==> src/crp_params.svh <==
`ifndef CRP_PARAMS_SVH
`define CRP_PARAMS_SVH

// Register addresses
`define CRP_ADDR_GEN_CFG 7'h00
`define CRP_ADDR_REF_CFG 7'h01
`define CRP_ADDR_MODE 7'h20
`define CRP_ADDR_ACTUAL 7'h21
`define CRP_ADDR_STATUS 7'h22
`define CRP_ADDR_SPAN 7'h36
`define CRP_ADDR_TARGET 7'h37
`define CRP_ADDR_EXT 7'h7C

// Field positions
`define CRP_GEN_SHOW_REVS 0
`define CRP_REF_ZERO_ARR 0
`define CRP_REF_CIRC 1
`define CRP_MODE_POS 2
`define CRP_EXT_INT 31

// Reset values, timing and extension check values
`define CRP_RST_WORD 32'h0000_0000
`define CRP_STEP_DIV 4
`define CRP_EXT_ONE 32'h8000_0000
`define CRP_EXT_HALF 32'h4000_0000
`define CRP_EXT_FIVE_QTR 32'hA000_0000
`define CRP_ACC_THREE_QTR 31'h6000_0000

`endif

==> src/crp_pkg.sv <==
`default_nettype none

package crp_pkg;

    typedef struct packed {
        logic [6:0] addr;
        logic [31:0] wdata;
        logic we;
        logic re;
    } crp_bus_req_t;

    typedef struct packed {
        logic step;
        logic dir;
        logic reached;
    } crp_motor_t;

endpackage : crp_pkg

`default_nettype wire

==> src/crp_core.sv <==
// Operation
// - Without zero-on-arrival, reaching the target ends the ramp until a target or mode write.
// - Zero-on-arrival clears position at target and restarts while target nonzero.
// - Zero-on-arrival clears position whenever it equals target, even after changes.
// - Target may be rewritten during repetition; new target is used next.
// - Circular mode loads the opposite limit when a limit is overstepped.
// - Half-span is write-only; zero span leaves circular mode without effect.
// - Wrap-enable bit in reference config turns circular wrapping on.
// - Range is minus span to span-1; forward from span-1 gives minus span.
// - Backward from minus span gives span-1.
// - Circular positioning takes the shorter direction, across the wrap if shorter.
// - Extension register holds one integer bit and 31 fraction bits.
// - Each wrap adds the extension fraction into an internal accumulator.
// - Accumulator overflow holds position at the wrap for one extra step.
// - Average steps per revolution are twice span plus extension over 2^31.
// - Extension 0x80000000 gives one held step every revolution.
// - Extension 0x40000000 gives one held step every second revolution.
// - Extension 0xA0000000 gives one hold per revolution, two every fourth.
// - Revolution counter counts up on forward wrap, down on backward wrap.
// - Circular mode off clears the revolution counter.
//
// Local design decision: strobed register access.
`include "crp_params.svh"
`default_nettype none

module crp_core #(
    parameter int STEP_DIV = `CRP_STEP_DIV
) (
    input wire logic ref_clk_i,
    input wire logic resetn_i,
    input wire crp_pkg::crp_bus_req_t bus_i,
    output logic [31:0] rdata_o,
    output crp_pkg::crp_motor_t motor_o
);
    import crp_pkg::*;

    ////////////////////////////////////////////////////////////////////////////
    // State

    typedef struct packed {
        logic show_revs;
        logic zero_arr;
        logic circ;
        logic [2:0] mode;
        logic [31:0] span;
        logic [31:0] ext;
        logic [31:0] target;
        logic [31:0] pos;
        logic [31:0] revs;
        logic [30:0] acc;
        logic [1:0] hold;
        logic active;
        logic [15:0] div;
        logic step;
        logic dir;
        logic reached;
        logic [31:0] rdata;
    } crp_state_t;

    localparam logic [15:0] DIV_LAST = 16'(STEP_DIV - 1);

    crp_state_t s_q;
    crp_state_t s_d;

    logic tick;
    logic positioning;
    logic wrap_on;
    logic at_target;
    logic fwd;
    logic [31:0] span_top;
    logic [31:0] span_bot;
    logic signed [32:0] diff;
    logic [32:0] adiff;
    logic [31:0] acc_sum;
    logic stepping;
    logic wrap_fwd;
    logic wrap_bwd;

    ////////////////////////////////////////////////////////////////////////////
    // Helpers

    assign tick = (s_q.div == DIV_LAST);
    assign positioning = s_q.mode[`CRP_MODE_POS];
    assign wrap_on = s_q.circ && (s_q.span != 32'h0000_0000);
    assign at_target = (s_q.pos == s_q.target);
    assign span_top = s_q.span - 32'h0000_0001;
    assign span_bot = 32'h0000_0000 - s_q.span;
    assign diff = $signed({s_q.target[31], s_q.target}) - $signed({s_q.pos[31], s_q.pos});
    assign adiff = diff[32] ? 33'(-diff) : 33'(diff);
    assign acc_sum = {1'b0, s_q.acc} + {1'b0, s_q.ext[30:0]};
    assign stepping = positioning && s_q.active && tick && (s_q.hold == 2'h0) && !at_target;
    assign wrap_fwd = stepping && wrap_on && fwd && (s_q.pos == span_top);
    assign wrap_bwd = stepping && wrap_on && !fwd && (s_q.pos == span_bot);

    // Direction choice
    always_comb
    begin
        if (wrap_on)
        begin
            if (!diff[32])
            begin
                fwd = (adiff <= {1'b0, s_q.span});
            end
            else
            begin
                fwd = (adiff > {1'b0, s_q.span});
            end
        end
        else
        begin
            fwd = !diff[32];
        end
    end

    ////////////////////////////////////////////////////////////////////////////
    // Next state

    always_comb
    begin
        s_d = s_q;
        s_d.step = 1'b0;
        s_d.rdata = `CRP_RST_WORD;
        s_d.div = tick ? 16'h0000 : s_q.div + 16'h0001;

        if (positioning && s_q.active && tick)
        begin
            if (s_q.hold != 2'h0)
            begin
                s_d.hold = s_q.hold - 2'h1;
                s_d.step = 1'b1;
            end
            else if (!at_target)
            begin
                s_d.dir = fwd;
                s_d.step = 1'b1;
                if (wrap_fwd)
                begin
                    s_d.pos = span_bot;
                    s_d.revs = s_q.revs + 32'h0000_0001;
                end
                else if (wrap_bwd)
                begin
                    s_d.pos = span_top;
                    s_d.revs = s_q.revs - 32'h0000_0001;
                end
                else if (fwd)
                begin
                    s_d.pos = s_q.pos + 32'h0000_0001;
                end
                else
                begin
                    s_d.pos = s_q.pos - 32'h0000_0001;
                end
                if (wrap_fwd || wrap_bwd)
                begin
                    s_d.acc = acc_sum[30:0];
                    s_d.hold = {1'b0, s_q.ext[`CRP_EXT_INT]} + {1'b0, acc_sum[31]};
                end
            end
            else if (!s_q.zero_arr || (s_q.target == 32'h0000_0000))
            begin
                s_d.active = 1'b0;
            end
        end

        if (positioning && s_q.zero_arr && at_target)
        begin
            s_d.pos = 32'h0000_0000;
            if (s_q.target != 32'h0000_0000)
            begin
                s_d.active = 1'b1;
            end
        end

        if (!s_q.circ)
        begin
            s_d.revs = 32'h0000_0000;
            s_d.acc = 31'h0000_0000;
        end

        if (bus_i.we)
        begin
            if (bus_i.addr == `CRP_ADDR_GEN_CFG)
            begin
                s_d.show_revs = bus_i.wdata[`CRP_GEN_SHOW_REVS];
            end
            else if (bus_i.addr == `CRP_ADDR_REF_CFG)
            begin
                s_d.zero_arr = bus_i.wdata[`CRP_REF_ZERO_ARR];
                s_d.circ = bus_i.wdata[`CRP_REF_CIRC];
            end
            else if (bus_i.addr == `CRP_ADDR_MODE)
            begin
                s_d.mode = bus_i.wdata[2:0];
                s_d.active = bus_i.wdata[`CRP_MODE_POS];
            end
            else if (bus_i.addr == `CRP_ADDR_ACTUAL)
            begin
                s_d.pos = bus_i.wdata;
            end
            else if (bus_i.addr == `CRP_ADDR_SPAN)
            begin
                s_d.span = bus_i.wdata;
            end
            else if (bus_i.addr == `CRP_ADDR_TARGET)
            begin
                s_d.target = bus_i.wdata;
                s_d.active = 1'b1;
            end
            else if (bus_i.addr == `CRP_ADDR_EXT)
            begin
                s_d.ext = bus_i.wdata;
            end
        end

        if (bus_i.re)
        begin
            if (bus_i.addr == `CRP_ADDR_GEN_CFG)
            begin
                s_d.rdata = {31'h0000_0000, s_q.show_revs};
            end
            else if (bus_i.addr == `CRP_ADDR_REF_CFG)
            begin
                s_d.rdata = {30'h0000_0000, s_q.circ, s_q.zero_arr};
            end
            else if (bus_i.addr == `CRP_ADDR_MODE)
            begin
                s_d.rdata = {29'h0000_0000, s_q.mode};
            end
            else if (bus_i.addr == `CRP_ADDR_ACTUAL)
            begin
                s_d.rdata = s_q.pos;
            end
            else if (bus_i.addr == `CRP_ADDR_STATUS)
            begin
                s_d.rdata = {28'h000_0000, s_q.hold, s_q.active, s_q.reached};
            end
            else if (bus_i.addr == `CRP_ADDR_SPAN)
            begin
                s_d.rdata = s_q.show_revs ? s_q.revs : `CRP_RST_WORD;
            end
            else if (bus_i.addr == `CRP_ADDR_TARGET)
            begin
                s_d.rdata = s_q.target;
            end
            else if (bus_i.addr == `CRP_ADDR_EXT)
            begin
                s_d.rdata = s_q.ext;
            end
        end

        s_d.reached = (s_d.pos == s_d.target);
    end

    always_ff @(posedge ref_clk_i)
    begin
        if (!resetn_i)
        begin
            s_q <= '0;
        end
        else
        begin
            s_q <= s_d;
        end
    end

    assign rdata_o = s_q.rdata;
    assign motor_o.step = s_q.step;
    assign motor_o.dir = s_q.dir;
    assign motor_o.reached = s_q.reached;

    ////////////////////////////////////////////////////////////////////////////
    // Checks

    logic no_wr;
    assign no_wr = !bus_i.we;
endmodule : crp_core

`default_nettype wire

==> config.mk <==
export PLATFORM = sky130hd
export DESIGN_NAME = crp_core
export DESIGN_NICKNAME = d
export VERILOG_FILES = /design/src/crp_pkg.sv /design/src/crp_core.sv
export VERILOG_INCLUDE_DIRS = /design/src
export SDC_FILE = /design/constraint.sdc
export NUM_CORES = 1
export LEC_CHECK = 0
export BUFFER_PORTS_ARGS = -buffer_cell sky130_fd_sc_hd__buf_2
export CAP_MARGIN = 20
export CORE_UTILIZATION = 50
export DETAILED_ROUTE_END_ITERATION = 7
export HOLD_SLACK_MARGIN = 0.05
export PLACE_DENSITY = 0.67
export SKIP_LAST_GASP = 1
export SLEW_MARGIN = 20
export SYNTH_ARGS = -nofsm -noshare
export SYNTH_HDL_FRONTEND = slang
export SYNTH_SLANG_ARGS = --single-unit
==> constraint.sdc <==
create_clock -name ref_clk_i -period 11.05 [get_ports ref_clk_i]
set_input_delay 1.6575 -clock ref_clk_i [delete_from_list [all_inputs] [get_ports ref_clk_i]]
set_output_delay 1.6575 -clock ref_clk_i [all_outputs]
set_load 0.005 [all_outputs]
=== Word-level counts from Yosys, hierarchy flattened ===
Cells that the tools add are included.
Widths: inputs -> output; s select.

* Output and inout port bits: 35
* Word-level logic and storage cells: 143
* Register bits after elaboration: 251

* Muxes and demuxes: 44
* Reductions and logical operators: 42
* $add $sub $neg: 12
* Eq/ne operators: 13
* $lt $le $gt $ge: 2
* Bitwise operators: 10

{| class="wikitable"
|+ Operators with widths
! cell !! number
|-
| $mux 32 || 14
|-
| $mux 64 || 5
|-
| $eq 32x32->1 || 4
|-
| $mux 98 || 1
|-
| $mux 97 || 1
|-
| $sub 32x1->32 const B || 3
|-
| $mux 95 || 1
|-
| $mux 33 || 2
|-
| $add 32x1->32 const B || 2
|-
| $reduce_bool 32->1 || 2
|-
| $eq 7x6->1 const B || 5
|-
| $gt 33x32->1 || 1
|-
| $le 33x32->1 || 1
|-
| $neg 33->33 || 1
|-
| $sub 32x32->33 || 1
|-
| $add 31x31->32 || 1
|-
| $logic_not 32->1 || 1
|-
| $sub 1x32->32 const A || 1
|-
| $add 16x1->16 const B || 1
|-
| $eq 16x2->1 const B || 1
|-
| $mux 1 || 16
|-
| $logic_and 1x1->1 || 12
|-
| $reduce_and 4->1 || 3
|-
| $not 1->1 || 10
|-
| 20 further kinds || 33
|}

=== Logic depth before layout (Yosys ltp) ===
Gate-level depths: netlist (run 1).

* Depth after elaboration: 23
* Gate-level depth with buffers: 47
* Gate-level depth less buffers: 44

=== Least setup slack after synthesis (run 1) ===
No wires, ideal clock.

* Path type: register -> register
* Start point: reg s_q[128] in the netlist's numbering
* End point: reg s_q[116] in the netlist's numbering
* Stages on the path, launching flop included: 46
* Clock period less this slack: 9.746 ns
* Arrival: 9.619 ns
* Setup time: 0.128 ns
* Setup slack: 1.304 ns
* Cells stage by stage: dfxtp_1 clkbuf_1 clkbuf_1 inv_1 ha_1 buf_2 and4_4 nand2_1 nor2_1 o41ai_1 xnor2_1 a2111oi_4 or4b_4 nor3_2 nor2_1 xnor2_1 ha_1 a21o_1 [... 10 more ...] a21o_1 a21oi_1 o21bai_1 a21oi_1 nor3b_1 o31ai_1 o211ai_1 a31oi_1 a211oi_1 o31ai_1 nor2b_1 o21ai_0 nand2b_1 a21o_1 a21oi_1 mux2i_1 xnor2_1 nor2_1

* Cells in the longest elaborated chain, start to end: 11

{| class="wikitable"
|+ RTL lines
! what !! RTL line !! source
|-
| start, declared || crp_core.sv:62 || <nowiki>crp_state_t s_q;</nowiki>
|-
| start signal, assigned || crp_core.sv:259 || <nowiki>s_q <= '0;</nowiki>
|-
| start signal, assigned || crp_core.sv:263 || <nowiki>s_q <= s_d;</nowiki>
|-
| $sub 32x32->33 || crp_core.sv:88 || <nowiki>assign diff = $signed({s_q.target[31], s_q.target}) - $signed({s_q.pos[31], s_q.pos});</nowiki>
|-
| $neg 33->33 || crp_core.sv:89 || <nowiki>assign adiff = diff[32] ? 33'(-diff) : 33'(diff);</nowiki>
|-
| $mux 33 || crp_core.sv:89 ||
|-
| $le 33x32->1 / $gt 33x32->1 (equally long branches) || crp_core.sv:102, crp_core.sv:106 ||
|-
| $mux 1 || crp_core.sv:100 || <nowiki>if (!diff[32])</nowiki>
|-
| $mux 1 || crp_core.sv:98 || <nowiki>if (wrap_on)</nowiki>
|-
| $logic_not 1->1 || crp_core.sv:93 || <nowiki>assign wrap_bwd = stepping && wrap_on && !fwd && (s_q.pos == span_bot);</nowiki>
|-
| $logic_and 1x1->1 (2 in a row) || crp_core.sv:93 ||
|-
| $reduce_bool 2->1 (no line) || - ||
|-
| $reduce_and 4->1 (no line) || - ||
|}

Parallel ways exist; a longest one is shown, timed or not.
A chain may end at the register's enable or synchronous reset.

=== Worst setup path in the final report (run 1) ===
* Start point: reg s_q[125] in the netlist's numbering
* End point: reg s_q[116] in the netlist's numbering

Same word-level chain as after synthesis.

==> results.yml, run 1 <==
run_status:
  status: "finished with violations"
  violations: "DRC"
detailed_routing:
  viasPerCell: 6.655
  vias: 24100
  drtPass1Iterations: 8
  wire_per_inst_um: 26.61
  drc: 1
  first_iter_violations: 2912
  drt.antenna.violating_nets: 0
  wl_um: 96390
synthesis:
  yosysWarnings: 0
  async_reset_ff_share_pct: 0
  ys_top_cells_by_area: "dfxtp_1 (23%), nand2_1 (8.5%), ha_1 (7.4%)"
  synth.top_cell.area_share_pct: 22.87
  synth_edf_count: 0
  synth_top_cell_by_area: "dfxtp_1"
  yosysSeqAreaShare_pct: 22.87
  synth_area_um2: 21970
  mappedNetlistNets: 3228
  ys.flop_type: "dfxtp_1"
  ys_seq_elements: 251
  ys_types: 101
  syn_avg_cell_area_um2: 7.200
  syn_inst: 3052
cells_and_area:
  drive_above_1_share_pct: 8.432
  final_area_um2: 23750
  nFillCells: 4253
  final_cells: 3622
  regArea_um2: 5025
  nNetsFinal: 3191
  area_growth_pct: 8.068
  multi_input_area_um2: 15680
clocking:
  cts_root_buffer: "clkbuf_16"
  clk_pin_slew_ps: 60
  cts_hold_buffers: 0
  clk_path_buf_depth: 3
  cts_setup_buffers: 0
  clk_latency_ps: 620
  numCtsBuffers: 30
  clock-sinks: 251
  cts_tree: "done"
  htreeDepth: 1
die:
  start_util_pct: 50.90
  fp.dieW_um: 211.6
  ios: 78
  dieArea_um2: 44790
  placementRows: 76
  die_y_um: 211.6
  core_um2: 43170
critical_path:
  cp.depth: 41
  required_ps: 11500
  crit_path_start_kind: "register"
  critical_path_peak_fanout: 24
  worst-path-buf-inv: 5
  reg2reg_depth: 41
  cp_top_family: "compound AO/OA/AOI/OAI gates"
  crit_arrival_ps: 10920
  crit_slowest_cell: "dfxtp_1"
  slowest_delay_ps: 570
  crit_path_end_kind: "register"
  worstSetupPathType: "register to register"
timing:
  finalHoldViolCount: 0
  max_slew_margin_pct: 18.43
  rsz0062_at_grt: "false"
  layout_worst_path_cycle_share_pct: 94.81
  finalSetupViolCount: 0
  post-route-min-period_ps: 10480
  setup_ws_ps: 573.2
  worstMarginPinSlew_ps: 1212
  holdWs_ps: 457.3
  tns_ps: 0
  max_freq_mhz: 95.45
  finalMaxSlewViolations: 0
  fin_worst_skew_ps: 44.89
power_and_ir_drop:
  swShare_pct: 32.11
  ir_drop_mv: 0.1482
  pwr-share-clk_pct: 40.4
  leakagePower_nw: 9.582
  pwr_density_cell_nw_per_um2: 109.2
  pwr-share-comb_pct: 24.3
  power_frac_seq_pct: 35.3
  internal_power_w: 0.001760
  total_switching_power_w: 0.0008324
worst_hold_path:
  holdPathStages: 2
  hp-class: "register to register"
global_route:
  grt_usage_pct: 42.32
  grt_start_max_net_pins: 93
  grt_pass1_vias: 22270
  grt.overflow.total: 0
  grt_first_pass_wirelength_um: 142200
  antenna_found_initial: 3
place:
  port-buffer-count: 77
  gp_congestion: 1.016
  placedCellCount: 3568
  place_area_um2: 22690
  dp_hpwl_um: 73800
  pre_cts_slack_ps: 516.3
job:
  maxCapViolCount: 0
## worst register-to-register path, delay by kind of cell (launching register included)
kind	cells	cell delay, ps
adder cells (fa/ha/maj)	3	1160
multiplexers	1	230
AND/OR/NAND/NOR	11	2100
flip-flops	1	570
XOR/XNOR	3	720
AO/OA/AOI/OAI	18	4160
buffers and inverters	5	1350
## power groups by stage
stage                     sequential, W  clock, W  combinational, W
final                          0.000914   0.00105          0.000630
after global placement         0.000933         0          0.000603
after floorplan                0.000931         0          0.000415
after CTS                      0.000914   0.00105          0.000609
after global routing           0.000914   0.00109          0.000674
after detailed placement       0.000933         0          0.000604
## layout by cell type (no fill, tap or decap), drive strengths merged, types with 86 or more instances in the layout
cell / instances
inv: 103
nor3: 101
dfxtp: 251
nand2: 499
ha: 130
o21ai: 133
buf: 143
a21oi: 306
xnor2: 142
nor2: 285
nand3: 86
## synthesized netlist by cell type, types with 28 or more instances
master      n
nand2_1   498
a21oi_1   301
nor2_1    285
dfxtp_1   251
clkbuf_1  147
xnor2_1   142
ha_1      130
o21ai_0   128
inv_1     101
nor3_1     99
nand3_1    86
nand4_1    56
nor4_1     53
mux2i_1    52
xor2_1     51
buf_4      38
o211ai_1   36
a211oi_1   31
a21o_1     30
or3_1      30
and3_1     29
a31oi_1    28
## sequential cells by signal, indices dropped and copies added, names as in the netlist
register     count
rdata_o         32
positioning      1
s_q            215
motor_o          3
## path summary, 6_finish.rpt
| kind | slack, ps | start | end |
|---|---|---|---|
| setup / recovery | 570 | s_q[125] | s_q[116] |
| hold reg to reg | 460 | s_q[66] | s_q[66] |
| hold / removal | 460 | s_q[66] | s_q[66] |
| setup reg to reg | 570 | s_q[125] | s_q[116] |
## timing repair
action | 4_1_cts | 5_1_grt
endpoints found under the hold margin | 0 | 0
resized for setup | 0 | 4
endpoints found under the setup margin | 0 | 3
## metrics by stage
stage / power [W] / util, %
after floorplan: 0.001346 / -
after global placement: 0.001537 / 52.57
after detailed placement: 0.001538 / 52.57
after CTS: 0.002571 / 54.94
after global routing: 0.002676 / 55.00
final: 0.002592 / 55.01
## layout make-up
| class | instances | share of cell area [%] |
|---|---|---|
| Antenna cell | 1 | 0.01054 |
| Clock buffer | 43 | 3.704 |
| Clock inverter | 10 | 0.6165 |
| Inverter | 103 | 1.639 |
| Multi-Input combinational cell | 2486 | 66.03 |
| Sequential cell | 251 | 21.16 |
| Tap cell | 585 | 3.082 |
| Timing Repair Buffer | 143 | 3.762 |
## per-layer routing
layer / GRT usage (%) / vias up / share of wire (%)
met5: 0.2225 / - / 0.043
met4: 24.61 / 6 / 6.5
met3: 8.530 / 305 / 11
met2: 66.08 / 1489 / 44
met1: 54.01 / 11400 / 39
li1: - / 10910 / -
## kinds of logic (layout without fill, tap and decap cells)
kind of cell               count (synthesis)  after routing  synth area share (%)
DFF                                      251            251                 22.87
adders and majority gates                133            133                 7.676
buffers and inverters                    315            299                 6.150
muxes                                     60             60                 2.779
and+or+nand+nor                         1297           1297                 27.86
AOI/OAI and AO/OA                        784            784                 23.03
xor gates and xnor gates                 212            212                 9.646
other                                      0              1                     0
(Power assumes the default switching activity.)
==> run 2: changes to the inputs <==
==> constraint.sdc (replaced) <==
create_clock -name ref_clk_i -period 11.05 [get_ports ref_clk_i]
set_input_delay 2.21 -clock ref_clk_i [delete_from_list [all_inputs] [get_ports ref_clk_i]]
set_output_delay 2.21 -clock ref_clk_i [all_outputs]
set_load 0.005 [all_outputs]
==> run 2 against run 1 <==
  * The flow now finishes without violations
  * Clock skew decreased by 2.4 ps
  * Clock-buffer cell count decreased by 4
  * Global-route usage about the same
  * Critical path depth decreased by 3
  * Sequential power about the same
  * Clock power decreased by 8%
  * Design area decreased by 0.29%
  * Hold slack got worse by 3.6 ps
  * Via count increased by 0.28%
  * Sequential share of layout area increased by 0.061 points
==> results.yml, run 2 (same netlist as run 1, synthesis figures left out) <==
cells_and_area:
  area_growth_pct: 7.755
  final_common_cell: "nand2_1"
  regArea_um2: 5025
  nFillCells: 4226
  largest_register_ff_count: 215
  final_cell_mix: "nand2_1 (497), a21oi_1 (299), nor2_1 (283), dfxtp_1 (251), xnor2_1 (142)"
  nNetsFinal: 3192
  regMostFlops: "s_q"
  drive_above_1_share_pct: 8.495
  multi_input_area_um2: 15690
critical_path:
  required_ps: 11490
  worstSetupPathType: "register to register"
  slowest_delay_ps: 670
  r2r_slack_ps: 650
  critical_path_peak_fanout: 24
  cpMostUsedCell: "ha_1"
  crit_slowest_cell: "or4_1"
  r2r_end: "s_q[116]"
  crit_arrival_ps: 10840
  reg2reg_depth: 38
  timing.rr.start: "s_q[119]"
  crit_path_start_kind: "register"
  crit_path_end_kind: "register"
die:
  core_um2: 43170
  ios: 78
  placementRows: 76
  die_y_um: 211.6
  start_util_pct: 50.90
  fp.dieW_um: 211.6
  dieArea_um2: 44790
place:
  port-buffer-count: 77
  gp_congestion: 1.020
  dp_hpwl_um: 73940
clocking:
  clock-sinks: 251
  cts_setup_buffers: 0
  htreeDepth: 1
  cts_root_buffer: "clkbuf_16"
  clk_latency_ps: 610
  cts_tree: "done"
  cts_hold_buffers: 0
  clk_path_buf_depth: 3
  numCtsBuffers: 30
  clk_pin_slew_ps: 60
  cts_resized: 0
timing:
  max_slew_margin_pct: 23.27
  fin_worst_skew_ps: 42.52
  max_freq_mhz: 96.15
  layout_worst_path_cycle_share_pct: 94.13
  worstMarginPinSlew_ps: 1151
  post-route-min-period_ps: 10400
  finalMaxSlewViolations: 0
  tns_ps: 0
  finalSetupViolCount: 0
  holdWs_ps: 453.6
  rsz0062_at_grt: "false"
  finalHoldViolCount: 0
detailed_routing:
  wire_per_inst_um: 26.61
  vias: 24170
  drtPass1Iterations: 8
  drc: 0
  viasPerCell: 6.671
  drt.antenna.violating_nets: 0
  wl_um: 96390
  first_iter_violations: 2855
run_status:
  status: "complete, no violations"
power_and_ir_drop:
  fin_total_pwr_w: 0.002518
  pwr_density_cell_nw_per_um2: 106.4
  ir_drop_mv: 0.1470
  leakagePower_nw: 9.549
worst_hold_path:
  holdPathStages: 2
  whs_endpoint: "s_q[70]"
  hp-class: "register to register"
  hold_start: "s_q[70]"
global_route:
  grt.overflow.total: 0
  grt_start_max_net_pins: 93
  grt_pass1_vias: 22380
  antenna_found_initial: 1
  grt_usage_pct: 42.28
  grt_first_pass_wirelength_um: 142200
job:
  maxCapViolCount: 0
[run 2: worst max-delay path by stage]
stage,slack (ps),cells past startpoint,to,start
after floorplan,1300,45,s_q[116],s_q[128]
after global placement,600,38,s_q[116],s_q[117]
after detailed placement,470,38,s_q[116],s_q[117]
after CTS,370,38,s_q[116],s_q[119]
after global routing,110,38,s_q[116],s_q[122]
final,650,38,s_q[116],s_q[119]
[run 2: final cells by class]
type	count	area share, %
flip-flops and latches	251	21.22
clock buffers	39	3.440
well taps	585	3.091
clock inverters	14	0.5231
multi-input cells	2486	66.26
diodes	1	0.01057
inverters	103	1.643
repair buffers	144	3.805
[run 2: stage by stage]
| step | utilization [%] | instance area (um^2) | worst slack [ps] | cells |
|---|---|---|---|---|
| global route | 54.84 | 23680 | 111.9 | 3622 |
| CTS | 54.76 | 23640 | 365.0 | 3622 |
| global placement | 52.59 | 22700 | 602.5 | 3569 |
| finish | 54.85 | 23680 | 649.1 | 3623 |
| floorplan | - | 21970 | 1304 | 3052 |
| detailed placement | 52.59 | 22700 | 467.0 | 3569 |
[run 2: report_power, final]
part           switching, W  internal (W)  leakage, nW
registers        0.00000511      0.000909         2.02
logic              0.000401      0.000232         7.06
clock network      0.000428      0.000543        0.464
[run 2: worst max-delay path, delay by kind of cell (launching register included)]
family | cells | cell delay (ps)
compound gates | 16 | 3380
simple gates | 11 | 3280
fa+ha+maj | 3 | 1130
buf+inv | 4 | 1060
xor+xnor | 3 | 600
flops | 1 | 550
mux | 1 | 240
[run 2: per-layer routing]
layer	wire length, um	GRT usage (%)
met5	19	0
met4	6120	23.84
met3	9705	7.284
met2	42160	66.46
met1	38390	54.70
